[config.mk]
export PLATFORM = sky130hd
export DESIGN_NAME = phc_tx_flat
export DESIGN_NICKNAME = d
export VERILOG_FILES = /design/src/shared/phc_pkg.sv /design/src/shared/phc_if.sv /design/src/hw/phc_tx.sv /design/src/flat_wrapper.sv
export VERILOG_INCLUDE_DIRS = /design/src /design/src/shared
export SDC_FILE = /design/constraint.sdc
export NUM_CORES = 1
export LEC_CHECK = 0
export BUFFER_PORTS_ARGS = -buffer_cell sky130_fd_sc_hd__buf_4
export CAP_MARGIN = 20
export CORE_MARGIN = 1.5
export CORE_UTILIZATION = 45
export CTS_BUF_LIST = sky130_fd_sc_hd__clkbuf_16
export DETAILED_ROUTE_END_ITERATION = 12
export SETUP_SLACK_MARGIN = 0.05
export SYNTH_ARGS = -nofsm -noshare
export SYNTH_HDL_FRONTEND = slang
export SYNTH_SLANG_ARGS = --single-unit
[constraint.sdc]
create_clock -name clk -period 3.59 [get_ports clk]
set_input_delay 0.359 -clock clk [delete_from_list [all_inputs] [get_ports clk]]
set_output_delay 0.359 -clock clk [all_outputs]
set_load 0.05 [all_outputs]
[src/shared/phc_defs.svh]
/*
 * Offsets, field positions, reset values and byte codes of the POS HDLC transmit channel.
 * Assumes it is included by bare name wherever these constants are needed.
 */
`ifndef PHC_DEFS_SVH
`define PHC_DEFS_SVH

`define PHC_CFG_ADDR      8'h40
`define PHC_STAT_ADDR     8'h44
`define PHC_CFG_RESET     16'h004f
`define PHC_CFG_MASK      16'h01ff

`define PHC_B_PAYSCR      8
`define PHC_B_UFILL       7
`define PHC_B_FETCH       6
`define PHC_B_PERSIST     5
`define PHC_B_CORRUPT     4
`define PHC_B_FCS_HI      3
`define PHC_B_FCS_LO      2
`define PHC_B_HDRPASS     1
`define PHC_B_ENVSCR      0

`define PHC_FLAG          8'h7e
`define PHC_ESC           8'h7d
`define PHC_ESC_XOR       8'h20
`define PHC_ADDR_BYTE     8'hff
`define PHC_CTRL_BYTE     8'h03

`define PHC_CRC16_POLY    32'h0000_8408
`define PHC_CRC32_POLY    32'hedb8_8320
`define PHC_CRC16_INIT    32'h0000_ffff
`define PHC_CRC32_INIT    32'hffff_ffff
`define PHC_CRC16_LAST    2'h1
`define PHC_CRC32_LAST    2'h3

`endif

[src/shared/phc_pkg.sv]
/*
 * Types shared by both ends of the transmit FIFO link.
 * Assumes nothing beyond a SystemVerilog compiler.
 */
package phc_pkg;

   typedef enum logic [1:0] {
      PHC_FCS_NONE  = 2'b00,
      PHC_FCS_RSVD  = 2'b01,
      PHC_FCS_CRC16 = 2'b10,
      PHC_FCS_CRC32 = 2'b11
   } phc_fcs_t;

   typedef enum logic [2:0] {
      PHC_IDLE  = 3'b000,
      PHC_ADDR  = 3'b001,
      PHC_CTRL  = 3'b010,
      PHC_DATA  = 3'b011,
      PHC_FCS   = 3'b100,
      PHC_STUFF = 3'b101
   } phc_tx_st_t;

   typedef enum logic [1:0] {
      PHC_L_IDLE = 2'b00,
      PHC_L_CTRL = 2'b01,
      PHC_L_BODY = 2'b10
   } phc_lld_st_t;

endpackage : phc_pkg

[src/shared/phc_if.sv]
/*
 * Byte-wide transmit FIFO link between the link-layer device and the HDLC transmitter.
 * Assumes both ends run on the same clock; valid/ready handshake, transfer when both high.
 */
`timescale 1ns/1ps
interface phc_if;
   logic [7:0] data;
   logic       sop;
   logic       eop;
   logic       valid;
   logic       ready;

   modport dev (
      input  data,
      input  sop,
      input  eop,
      input  valid,
      output ready
   );

   modport lld (
      output data,
      output sop,
      output eop,
      output valid,
      input  ready
   );
endinterface : phc_if

[src/hw/phc_tx.sv]
/*
 * Transmit HDLC controller of one POS channel: reads packets from the FIFO link, frames,
 * checks, scrambles and stuffs them into a byte stream; one configuration register.
 * Assumes a link-layer end on the same clock and a register master with one-cycle strobes.
 */
// Design decision made here: the strobed register port.
`timescale 1ns/1ps
`include "phc_defs.svh"
module phc_tx import phc_pkg::*; (
   input  wire logic        clk,
   input  wire logic        rstn,
   input  wire logic [7:0]  reg_addr,
   input  wire logic [15:0] reg_wdata,
   input  wire logic        reg_wr,
   input  wire logic        reg_rd,
   output logic      [15:0] reg_rdata,
   output logic      [7:0]  line_data,
   output logic             line_frame,
   phc_if.dev               fifo
);
   function automatic logic [31:0] crc_step(input logic [31:0] c, input logic [7:0] b,
                                            input logic [31:0] poly);
      logic [31:0] r;
      r = c;
      for (int i = 0; i < 8; i++) begin
         r = (r[0] ^ b[i]) ? ((r >> 1) ^ poly) : (r >> 1);
      end
      return r;
   endfunction : crc_step

   // Payload scrambler, bit 0 first; returns {history, byte}
   function automatic logic [55:0] pay_scr(input logic [7:0] x, input logic [47:0] h);
      logic [47:0] s;
      logic [7:0]  y;
      s = h;
      y = 8'h00;
      for (int i = 0; i < 8; i++) begin
         y[i] = x[i] ^ s[26] ^ s[27] ^ s[47];
         s    = {s[46:0], y[i]};
      end
      return {s, y};
   endfunction : pay_scr

   function automatic logic [50:0] env_scr(input logic [7:0] x, input logic [42:0] h);
      logic [42:0] s;
      logic [7:0]  y;
      s = h;
      y = 8'h00;
      for (int i = 0; i < 8; i++) begin
         y[i] = x[i] ^ s[42];
         s    = {s[41:0], y[i]};
      end
      return {s, y};
   endfunction : env_scr

   phc_tx_st_t  st_q, st_d, ret_q, ret_d;
   logic [15:0] cfg_q, cfg_d;
   logic [15:0] rdata_q;
   logic [7:0]  esc_q, esc_d;
   logic [31:0] crc_q, crc_d;
   logic [1:0]  idx_q;
   logic [47:0] pscr_q;
   logic [42:0] escr_q;
   logic [7:0]  line_q;
   logic        frame_q;
   logic [7:0]  frames_q;
   logic [6:0]  aborts_q;
   logic        f_payscr_q, f_ufill_q, f_hdrgen_q, f_corrupt_q, f_persist_q;
   phc_fcs_t    f_fcs_q;
   logic [7:0]  raw, cont, lb;
   phc_tx_st_t  nxt;

   wire       cfg_fetch   = cfg_q[`PHC_B_FETCH];
   wire [1:0] cfg_fcs     = cfg_q[`PHC_B_FCS_HI:`PHC_B_FCS_LO];
   wire       cfg_fcs_on  = (cfg_fcs == PHC_FCS_CRC16) | (cfg_fcs == PHC_FCS_CRC32);
   wire       f_fcs_on    = (f_fcs_q == PHC_FCS_CRC16) | (f_fcs_q == PHC_FCS_CRC32);
   wire       is_data     = (st_q == PHC_DATA);
   wire       start       = (st_q == PHC_IDLE) & cfg_fetch & fifo.valid & fifo.sop;
   wire       drop        = (st_q == PHC_IDLE) & cfg_fetch & fifo.valid & ~fifo.sop;
   wire       take        = fifo.valid & fifo.ready;
   wire       underflow   = is_data & ~fifo.valid;
   wire [1:0] fcs_last_ix = (f_fcs_q == PHC_FCS_CRC32) ? `PHC_CRC32_LAST : `PHC_CRC16_LAST;
   wire       fcs_last    = (st_q == PHC_FCS) & (idx_q == fcs_last_ix);
   wire [31:0] poly       = (f_fcs_q == PHC_FCS_CRC32) ? `PHC_CRC32_POLY : `PHC_CRC16_POLY;
   wire       hdr_byte    = (st_q == PHC_ADDR) | (st_q == PHC_CTRL);
   wire       adv         = hdr_byte | (st_q == PHC_FCS) | (is_data & take);
   wire [55:0] pscr_res   = pay_scr(fifo.data, pscr_q);
   wire       need_esc    = (cont == `PHC_FLAG) | (cont == `PHC_ESC);
   wire       via_esc     = adv & need_esc;
   wire [50:0] escr_res   = env_scr(lb, escr_q);
   wire       env_on      = cfg_q[`PHC_B_ENVSCR];
   wire       hw_clr      = fcs_last & f_corrupt_q & ~f_persist_q;
   wire       wr_cfg      = reg_wr & (reg_addr == `PHC_CFG_ADDR);
   wire [15:0] stat       = {frame_q, aborts_q, frames_q};
   wire [15:0] rd_mux     = (reg_addr == `PHC_CFG_ADDR)  ? cfg_q :
                            (reg_addr == `PHC_STAT_ADDR) ? stat  : 16'h0000;

   assign fifo.ready = is_data | drop;
   assign reg_rdata  = rdata_q;
   assign line_data  = line_q;
   assign line_frame = frame_q;

   always_comb begin
      unique case (st_q)
         PHC_ADDR: raw = `PHC_ADDR_BYTE;
         PHC_CTRL: raw = `PHC_CTRL_BYTE;
         PHC_FCS:  raw = ~crc_q[7:0] ^ {8{f_corrupt_q}};
         default:  raw = fifo.data;
      endcase
      cont = (is_data && f_payscr_q) ? pscr_res[7:0] : raw;
   end

   always_comb begin
      nxt   = st_q;
      ret_d = ret_q;
      esc_d = esc_q;
      lb    = cont;
      unique case (st_q)
         PHC_IDLE:  nxt = start ? (cfg_q[`PHC_B_HDRPASS] ? PHC_DATA : PHC_ADDR) : PHC_IDLE;
         PHC_ADDR:  nxt = PHC_CTRL;
         PHC_CTRL:  nxt = PHC_DATA;
         PHC_DATA:  nxt = (take && fifo.eop) ? (f_fcs_on ? PHC_FCS : PHC_IDLE) : PHC_DATA;
         PHC_FCS:   nxt = fcs_last ? PHC_IDLE : PHC_FCS;
         PHC_STUFF: nxt = ret_q;
         default:   nxt = PHC_IDLE;
      endcase
      st_d = nxt;
      if (st_q == PHC_IDLE) begin
         lb = `PHC_FLAG;
      end else if (st_q == PHC_STUFF) begin
         lb = esc_q;
      end else if (underflow) begin
         lb    = `PHC_ESC;
         st_d  = PHC_STUFF;
         esc_d = f_ufill_q ? `PHC_ESC : `PHC_FLAG;
         ret_d = f_ufill_q ? PHC_DATA : PHC_IDLE;
      end else if (via_esc) begin
         lb    = `PHC_ESC;
         st_d  = PHC_STUFF;
         esc_d = cont ^ `PHC_ESC_XOR;
         ret_d = nxt;
      end
   end

   always_comb begin
      cfg_d = cfg_q;
      if (wr_cfg) begin
         cfg_d = reg_wdata & `PHC_CFG_MASK;
      end
      if (hw_clr && !(wr_cfg && reg_wdata[`PHC_B_CORRUPT])) begin
         cfg_d[`PHC_B_CORRUPT] = 1'b0;
      end
      crc_d = crc_q;
      if (start) begin
         crc_d = (cfg_fcs == PHC_FCS_CRC32) ? `PHC_CRC32_INIT : `PHC_CRC16_INIT;
      end else if (st_q == PHC_FCS) begin
         crc_d = crc_q >> 8;
      end else if (adv) begin
         // CRC over unscrambled header and data
         crc_d = crc_step(crc_q, raw, poly);
      end
   end

   always_ff @(posedge clk or negedge rstn) begin
      if (!rstn) begin
         cfg_q   <= `PHC_CFG_RESET;
         rdata_q <= 16'h0000;
         st_q    <= PHC_IDLE;
         ret_q   <= PHC_IDLE;
         esc_q   <= 8'h00;
         crc_q   <= 32'h0000_0000;
         line_q  <= 8'h00;
         frame_q <= 1'b0;
      end else begin
         cfg_q   <= cfg_d;
         rdata_q <= reg_rd ? rd_mux : 16'h0000;
         st_q    <= st_d;
         ret_q   <= ret_d;
         esc_q   <= esc_d;
         crc_q   <= crc_d;
         line_q  <= env_on ? escr_res[7:0] : lb;
         frame_q <= (st_q != PHC_IDLE);
      end
   end

   always_ff @(posedge clk or negedge rstn) begin
      if (!rstn) begin
         idx_q  <= 2'h0;
         pscr_q <= 48'h0;
         escr_q <= 43'h0;
      end else begin
         idx_q  <= start ? 2'h0 : ((st_q == PHC_FCS) ? idx_q + 2'h1 : idx_q);
         pscr_q <= (is_data && take && f_payscr_q) ? pscr_res[55:8] : pscr_q;
         escr_q <= env_on ? escr_res[50:8] : escr_q;
      end
   end

   always_ff @(posedge clk or negedge rstn) begin
      if (!rstn) begin
         f_payscr_q  <= 1'b0;
         f_ufill_q   <= 1'b0;
         f_hdrgen_q  <= 1'b0;
         f_corrupt_q <= 1'b0;
         f_persist_q <= 1'b0;
         f_fcs_q     <= PHC_FCS_NONE;
      end else if (start) begin
         f_payscr_q  <= cfg_q[`PHC_B_PAYSCR];
         f_ufill_q   <= cfg_q[`PHC_B_UFILL];
         f_hdrgen_q  <= ~cfg_q[`PHC_B_HDRPASS];
         f_corrupt_q <= cfg_q[`PHC_B_CORRUPT] & cfg_fcs_on;
         f_persist_q <= cfg_q[`PHC_B_PERSIST];
         f_fcs_q     <= phc_fcs_t'(cfg_fcs);
      end
   end

   always_ff @(posedge clk or negedge rstn) begin
      if (!rstn) begin
         frames_q <= 8'h00;
         aborts_q <= 7'h00;
      end else begin
         frames_q <= (is_data && take && fifo.eop) ? frames_q + 8'h01 : frames_q;
         aborts_q <= (underflow && !f_ufill_q) ? aborts_q + 7'h01 : aborts_q;
      end
   end
endmodule : phc_tx

[src/flat_wrapper.sv]
// flat-port wrapper written by rule: the top's interface ports become plain ports
module phc_tx_flat import phc_pkg::*;
  (clk, rstn, reg_addr, reg_wdata, reg_wr, reg_rd, reg_rdata, line_data, line_frame, fifo_data, fifo_sop, fifo_eop, fifo_valid, fifo_ready);
  phc_if fifo_i ();
  input  wire logic clk;
  input  wire logic rstn;
  input  wire logic [7:0] reg_addr;
  input  wire logic [15:0] reg_wdata;
  input  wire logic reg_wr;
  input  wire logic reg_rd;
  output logic      [15:0] reg_rdata;
  output logic      [7:0] line_data;
  output logic line_frame;
  input wire logic [$bits(fifo_i.data)-1:0] fifo_data;
  input wire logic [$bits(fifo_i.sop)-1:0] fifo_sop;
  input wire logic [$bits(fifo_i.eop)-1:0] fifo_eop;
  input wire logic [$bits(fifo_i.valid)-1:0] fifo_valid;
  output wire logic [$bits(fifo_i.ready)-1:0] fifo_ready;
  assign fifo_i.data = fifo_data;
  assign fifo_i.sop = fifo_sop;
  assign fifo_i.eop = fifo_eop;
  assign fifo_i.valid = fifo_valid;
  assign fifo_ready = fifo_i.ready;
  phc_tx u_core (.clk(clk), .rstn(rstn), .reg_addr(reg_addr), .reg_wdata(reg_wdata), .reg_wr(reg_wr), .reg_rd(reg_rd), .reg_rdata(reg_rdata), .line_data(line_data), .line_frame(line_frame), .fifo(fifo_i));
endmodule
---- Yosys cells after proc, flatten, opt, wreduce, memory -nomap -nowiden ----
Index checks and enable logic that the tools add are counted.
storage, ports and cells
  flip-flop bits (word level) ............. 194
  bits of input ports ..................... 39
  output and inout port bits .............. 26
  word-level logic and storage cells ...... 173
cells by class
  add/subtract/negate cells ............... 3
  equal/unequal tests ..................... 14
  multiplexer cells ....................... 44
  bitwise logic cells ..................... 76
  reductions and logical operators ........ 17
operators by type and width
  operator               count
  $mux W32               13
  $xor A31 B32 Y32       8
  $mux W8                8
  $mux W16               3
  $xor A1 B1 Y1          40
  $eq A8 B7 Y1 const B   4
  $mux W3                10
  $pmux W8 S3            1
  $pmux W3 S6            1
  $and A1 B1 Y1          13
  $mux W2                6
  $add A8 B1 Y8 const B  1
  $eq A2 B2 Y1 const B   4
  $logic_and A1 B1 Y1    8
  $not A8 Y8             1
  $xor A8 B8 Y8          1
  $add A7 B1 Y7 const B  1
  $or A1 B1 Y1           7
  $eq A3 B2 Y1 const B   2
  $eq A3 B3 Y1 const B   2
  $not A1 Y1             6
  $reduce_bool A2 Y1     3
  $reduce_bool A3 Y1     2
  $mux W5                1
  7 further kinds        8

---- Logic depth before layout (Yosys ltp) ----
  word-level depth ........................ 22
  mapped depth ............................ 14
  mapped depth without buffers ............ 11

---- Worst setup path before layout ----
OpenSTA, ideal clock, no wires.
  path type ............................... register to register
  start point ............................. reg u_core.st_q[0]
  end point ............................... reg u_core.frames_q[7]
  setup time .............................. 0.123 ns
  data arrival time ....................... 2.917 ns
  data required time ...................... 3.467 ns
  path slack .............................. 0.551 ns
  stages on the path, launching flop included .. 13
  path buffers ............................ 4
  period minus slack after synthesis ...... 3.039 ns
  cells stage by stage .................... dfrtp_1 > buf_6 > buf_4 > buf_6 > buf_2 > nor2_1 > nand3_1 > o21a_1 > nor2_1 > nand3_1 > nor2_1 > nand3_1 > xnor2_1
between the ends
  longest elaborated chain between the ends .. 8
  elaborated cells on any way between the ends .. 9
  classes of those cells .................. eq/ne: 1; bitwise: 5; reduce/logical: 3
ends and longest elaborated chain
  element                               line                source
  from (decl)                           phc_tx.sv:56        phc_tx_st_t st_q, st_d, ret_q, ret_d;
  from (signal assigned)                phc_tx.sv:177       st_q <= st_d;
  $logic_not A3 Y1                      phc_tx.sv:79        wire drop = (st_q == PHC_IDLE) & cfg_fetch & fifo.valid & ~fifo.sop;
  $and A1 B1 Y1 (3 in a row)            phc_tx.sv:79
  $or A1 B1 Y1 (*)                      phc_tx.sv:98        assign fifo.ready = is_data | drop;
  net fifo_ready                        flat_wrapper.sv:18  output wire logic [$bits(fifo_i.ready)-1:0] fifo_ready;
  $and A1 B1 Y1 (*)                     phc_tx.sv:80        wire take = fifo.valid & fifo.ready;
  $logic_and A1 B1 Y1 (*) (2 in a row)  phc_tx.sv:221       frames_q <= (is_data && take && fifo.eop) ? frames_q + 8'h01 : frames_q;
  to (signal assigned)                  phc_tx.sv:221
  to (decl)                             phc_tx.sv:66        logic [7:0] frames_q;
The timed path passes the listed nets; every way through them passes the cells marked *.
A chain may end at the register's enable or synchronous reset.

---- Worst setup path in the final report ----
  start point ............................. reg u_core.st_q[0]
  end point ............................... reg u_core.crc_q[2]
between the ends
  longest elaborated chain between the ends .. 21
  elaborated cells on any way between the ends .. 43
  classes of those cells .................. eq/ne: 4; mux: 12; bitwise: 25; reduce/logical: 2
ends and longest elaborated chain
  element                                                   line                                        source
  $eq A3 B3 Y1 (tied with other cells)                      phc_tx.sv:86, phc_tx.sv:104, phc_tx.sv:156
  $pmux W8 S3                                               phc_tx.sv:104                               unique case (st_q)
  $xor A1 B1 Y1                                             phc_tx.sv:26                                r = (r[0] ^ b[i]) ? ((r >> 1) ^ poly) : (r >> 1);
  $mux W32                                                  phc_tx.sv:26
  $xor A31 B32 Y32 / $xor A1 B1 Y1 (equally long branches)  phc_tx.sv:26
  $mux W32                                                  phc_tx.sv:26
  $xor A31 B32 Y32 / $xor A1 B1 Y1 (equally long branches)  phc_tx.sv:26
  $mux W32                                                  phc_tx.sv:26
  [5 not listed]                                            --
  $mux W32                                                  phc_tx.sv:26
  $xor A31 B32 Y32 / $xor A1 B1 Y1 (equally long branches)  phc_tx.sv:26
  $mux W32                                                  phc_tx.sv:26
  $xor A31 B32 Y32 / $xor A1 B1 Y1 (equally long branches)  phc_tx.sv:26
  $mux W32                                                  phc_tx.sv:26
  $mux W32                                                  phc_tx.sv:158                               end else if (adv) begin
  $mux W32                                                  phc_tx.sv:156                               end else if (st_q == PHC_FCS) begin
  $mux W32                                                  phc_tx.sv:154                               if (start) begin
  to (signal assigned)                                      phc_tx.sv:180                               crc_q <= crc_d;
  to (decl)                                                 phc_tx.sv:60                                logic [31:0] crc_q, crc_d;
Several ways; a longest one is shown, not always the timed one. The select of a mux whose other input is x is not followed.

==> flow_summary_export.csv <==
group,metric,value,unit
run_status,status,"completed",
job,maxCapViolations,0,
cts,cts_max_path_buffers,2,
grt,grt_overflow,0,
sta,drv_slew,0,
sta,slew-limit-headroom,36.48,%
drt,ant_nets,0,
setup_path,start_kind,"register",
setup_path,cp.required,3910,ps
pwr,design_power_total,0.01186,W
setup_path,slowest_stage,"dfrtp_1",
setup_path,cp.arrival,3590,ps
setup_path,crit_path_max_incr_delay,570,ps
placed_design,port_buffers,57,
drt,first_pass_iters,4,
cts,clock-root-buffer,"clkbuf_16",
floorplan,core_area,21890,um^2
worst_hold_path,hp-start,"reg_wdata[8]",
drt,viasPerCell,5.411,
final_layout,n_antenna_cell,0,
worst_hold_path,hold_class,"in2reg",
cts,cts_tree,"done",
logic_synthesis,ys.flop_type,"dfrtp_1",
grt,grt_pass1_wl,37200,um
cts,cts.reportedPaths.clkPinSlew,90,ps
logic_synthesis,ys_seq_area_share,48.29,%
final_layout,final_util,53.32,%
sta,finalSetupTns,0,ps
pwr,powerDensity,1016,nW/um^2
floorplan,start_util,45.98,%
logic_synthesis,yosys_warnings,0,
final_layout,drive_above_1_share,25.46,%
logic_synthesis,ys_async_sr_fraction,100.0,%
placed_design,place_inst,1275,
sta,skew,18.29,ps
logic_synthesis,avgSynthCellArea,10.65,um^2
setup_path,cp_common_cell,"xnor2_1",
cts,clock_sinks,194,
final_layout,nNetsFinal,1057,
setup_path,path_cells,"buf_12, or3b_2, nand4_1, and3_1, xor2_1, xnor2_1, nor2_1, a211oi_1, xnor2_1, a21oi_1",
grt,grt_start_max_net_pins,85,
cts,cts_buffers,17,
sta,rsz0062_at_grt,"no",
final_layout,final_cells,1309,
final_layout,num-fill-cells,1967,
grt,antenna_found_initial,0,
grt,grt_usage,19.96,%
drt,routed_wl,22350,um
sta,setup_violations,0,
floorplan,row_count,54,
pwr,peakVddDrop,665.4,uV
floorplan,die_h,152.6,um
setup_path,cp-end-kind,"register",
setup_path,cp_max_fo,26,
logic_synthesis,syn_area,10070,um^2
final_layout,syn2layout_area_growth,15.96,%
setup_path,critPathKind,"reg2reg",
drt,initialDrtViolationCount,432,
drt,vias,7083,
floorplan,dieArea,23270,um^2
sta,post-route-min-period,3279,ps
cts,htreeDepth,4,
sta,worst_slew_pin_slew,946.4,ps
pwr,power_leakage,5.236,nW
logic_synthesis,synth_seq_cells,194,
sta,whs,138.5,ps
floorplan,io_pins,65,
setup_path,cp-startpoint,"u_core.st_q[0]",
placed_design,dp_hpwl,15830,um
grt,grt_pass1_vias,7028,
floorplan,fp.dieW,152.6,um
sta,fmax,304.9,MHz
logic_synthesis,synth_cell_types,76,
cts,clk_latency,450,ps
placed_design,place_congestion,0.8346,
logic_synthesis,synth_nets,986,
sta,hold_viol_final,0,
setup_path,r2r_start,"u_core.st_q[0]",
sta,period_share,91.35,%
logic_synthesis,synth_edf_count,0,
logic_synthesis,syn_inst,945,
drt,avgRoutedWirePerCell,17.08,um
drt,post-route-drc-count,0,
## registers in the layout, summed over array words and instances (netlist names), 2 cells and up
register / flops
u_core.frames_q: 8
u_core.aborts_q: 7
u_core.line_data: 8
u_core.st_q: 3
u_core.reg_rdata: 16
u_core.idx_q: 2
u_core.crc_q: 32
u_core.escr_q: 43
u_core.cfg_q: 9
u_core.pscr_q: 48
u_core.ret_q: 3
u_core.esc_q: 8
u_core.f_fcs_q: 2
## kinds of logic (layout without fill, tap and decap cells)
group	count (synthesis)	in the layout	synth area share, %
buffers and inverters	69	153	2.971
and+or+nand+nor	264	264	12.96
muxes	108	108	11.90
xor gates and xnor gates	131	131	12.18
AOI/OAI and AO/OA	177	177	11.45
DFF	194	194	48.29
adders and majority gates	2	2	0.2486
## worst paths after layout
path                       cells past startpoint                to  slack [ps]
min in group asynchronous                      2  u_core.crc_q[22]         490
max reg2reg                                   10   u_core.crc_q[2]         310
max                                           10   u_core.crc_q[2]         310
min reg2reg                                    1   u_core.esc_q[6]         470
max in group asynchronous                      3   u_core.crc_q[8]        2100
min                                            2   u_core.cfg_q[8]         140
## critical path: cells and delay by family, from the launching register on
kind / cells / cell delay (ps)
DFF: 1 / 570
AOI/OAI and AO/OA: 2 / 490
and+or+nand+nor: 4 / 1190
buffers and inverters: 1 / 220
xor gates and xnor gates: 3 / 680
## metrics by stage
step | setup slack [ps] | cell area (um^2)
finish | 310.6 | 11670
global route | 93.87 | 11670
CTS | 192.3 | 11650
detailed placement | 231.5 | 10990
global placement | 244.6 | 10990
floorplan | 550.8 | 10070
## cell usage after synthesis (5+ instances only)
master | instances | area (um^2)
nand2b_1 | 9 | 56.30
or3_1 | 6 | 37.54
buf_2 | 8 | 40.04
mux2_2 | 93 | 1047
buf_1 | 5 | 18.77
o211ai_1 | 5 | 37.54
o21a_1 | 6 | 45.04
or2_2 | 6 | 37.54
and3_1 | 15 | 93.84
o21ai_0 | 44 | 220.2
a21oi_1 | 50 | 250.2
xnor2_1 | 91 | 797.0
o22ai_1 | 8 | 50.05
a221oi_1 | 6 | 52.55
inv_1 | 17 | 63.81
dfstp_2 | 5 | 131.4
nand4_1 | 10 | 62.56
xor2_1 | 33 | 289.0
nor3b_1 | 8 | 60.06
nor3_1 | 17 | 85.08
mux2i_1 | 15 | 150.1
nand3_1 | 18 | 90.09
nor2_1 | 78 | 292.8
nor2b_1 | 8 | 50.05
dfrtp_1 | 189 | 4730
clkbuf_1 | 32 | 120.1
nand2_1 | 69 | 259.0
a211oi_1 | 8 | 60.06
## area by class of cell
type | instances | area (um^2) | area share (%)
well taps | 280 | 350.3 | 3.001
inverters | 18 | 67.56 | 0.5788
repair buffers | 103 | 819.5 | 7.021
flip-flops and latches | 194 | 4861 | 41.64
clock buffers | 17 | 425.4 | 3.645
multi-input cells | 682 | 4923 | 42.18
clock inverters | 15 | 225.2 | 1.929
## placed cells by master, fill, tap and decap left out, drive strengths merged, types with 8 or more instances in the layout
master | synthesis | layout
clkbuf | 32 | 18
a211oi | 9 | 9
mux2i | 15 | 15
and3 | 15 | 15
inv | 18 | 29
nand4 | 10 | 10
o22ai | 8 | 8
nand2 | 69 | 69
xor2 | 33 | 33
nor2b | 8 | 8
o21ai | 48 | 48
nand2b | 9 | 9
dfrtp | 189 | 189
nand3 | 18 | 18
nor3 | 18 | 18
xnor2 | 94 | 94
nor2 | 79 | 79
a21oi | 52 | 52
nor3b | 9 | 9
buf | 19 | 101
mux2 | 93 | 93
## report_power, final
group	internal (W)	switching [W]	leakage, nW
logic	0.00315	0.00352	2.44
registers	0.00270	0.000408	2.49
clock network	0.000996	0.00108	0.313
## metal layers
metal	vias up	routed length, um	track usage (%)
met5	-	0	0
met4	0	465	6.960
met3	27	775	3.840
met2	110	10390	31.42
met1	3486	10720	27.59
li1	3460	-	-
## repair_timing
| action | in CTS | in global routing |
|---|---|---|
| gates resized for setup | 0 | 1 |
| hold endpoints to repair | 40 | 0 |
| setup buffers | 0 | 0 |
| hold buffers | 1 | 0 |
| endpoints found under the setup margin | 0 | 5 |
Note: power is estimated with default switching activity, not from simulation.
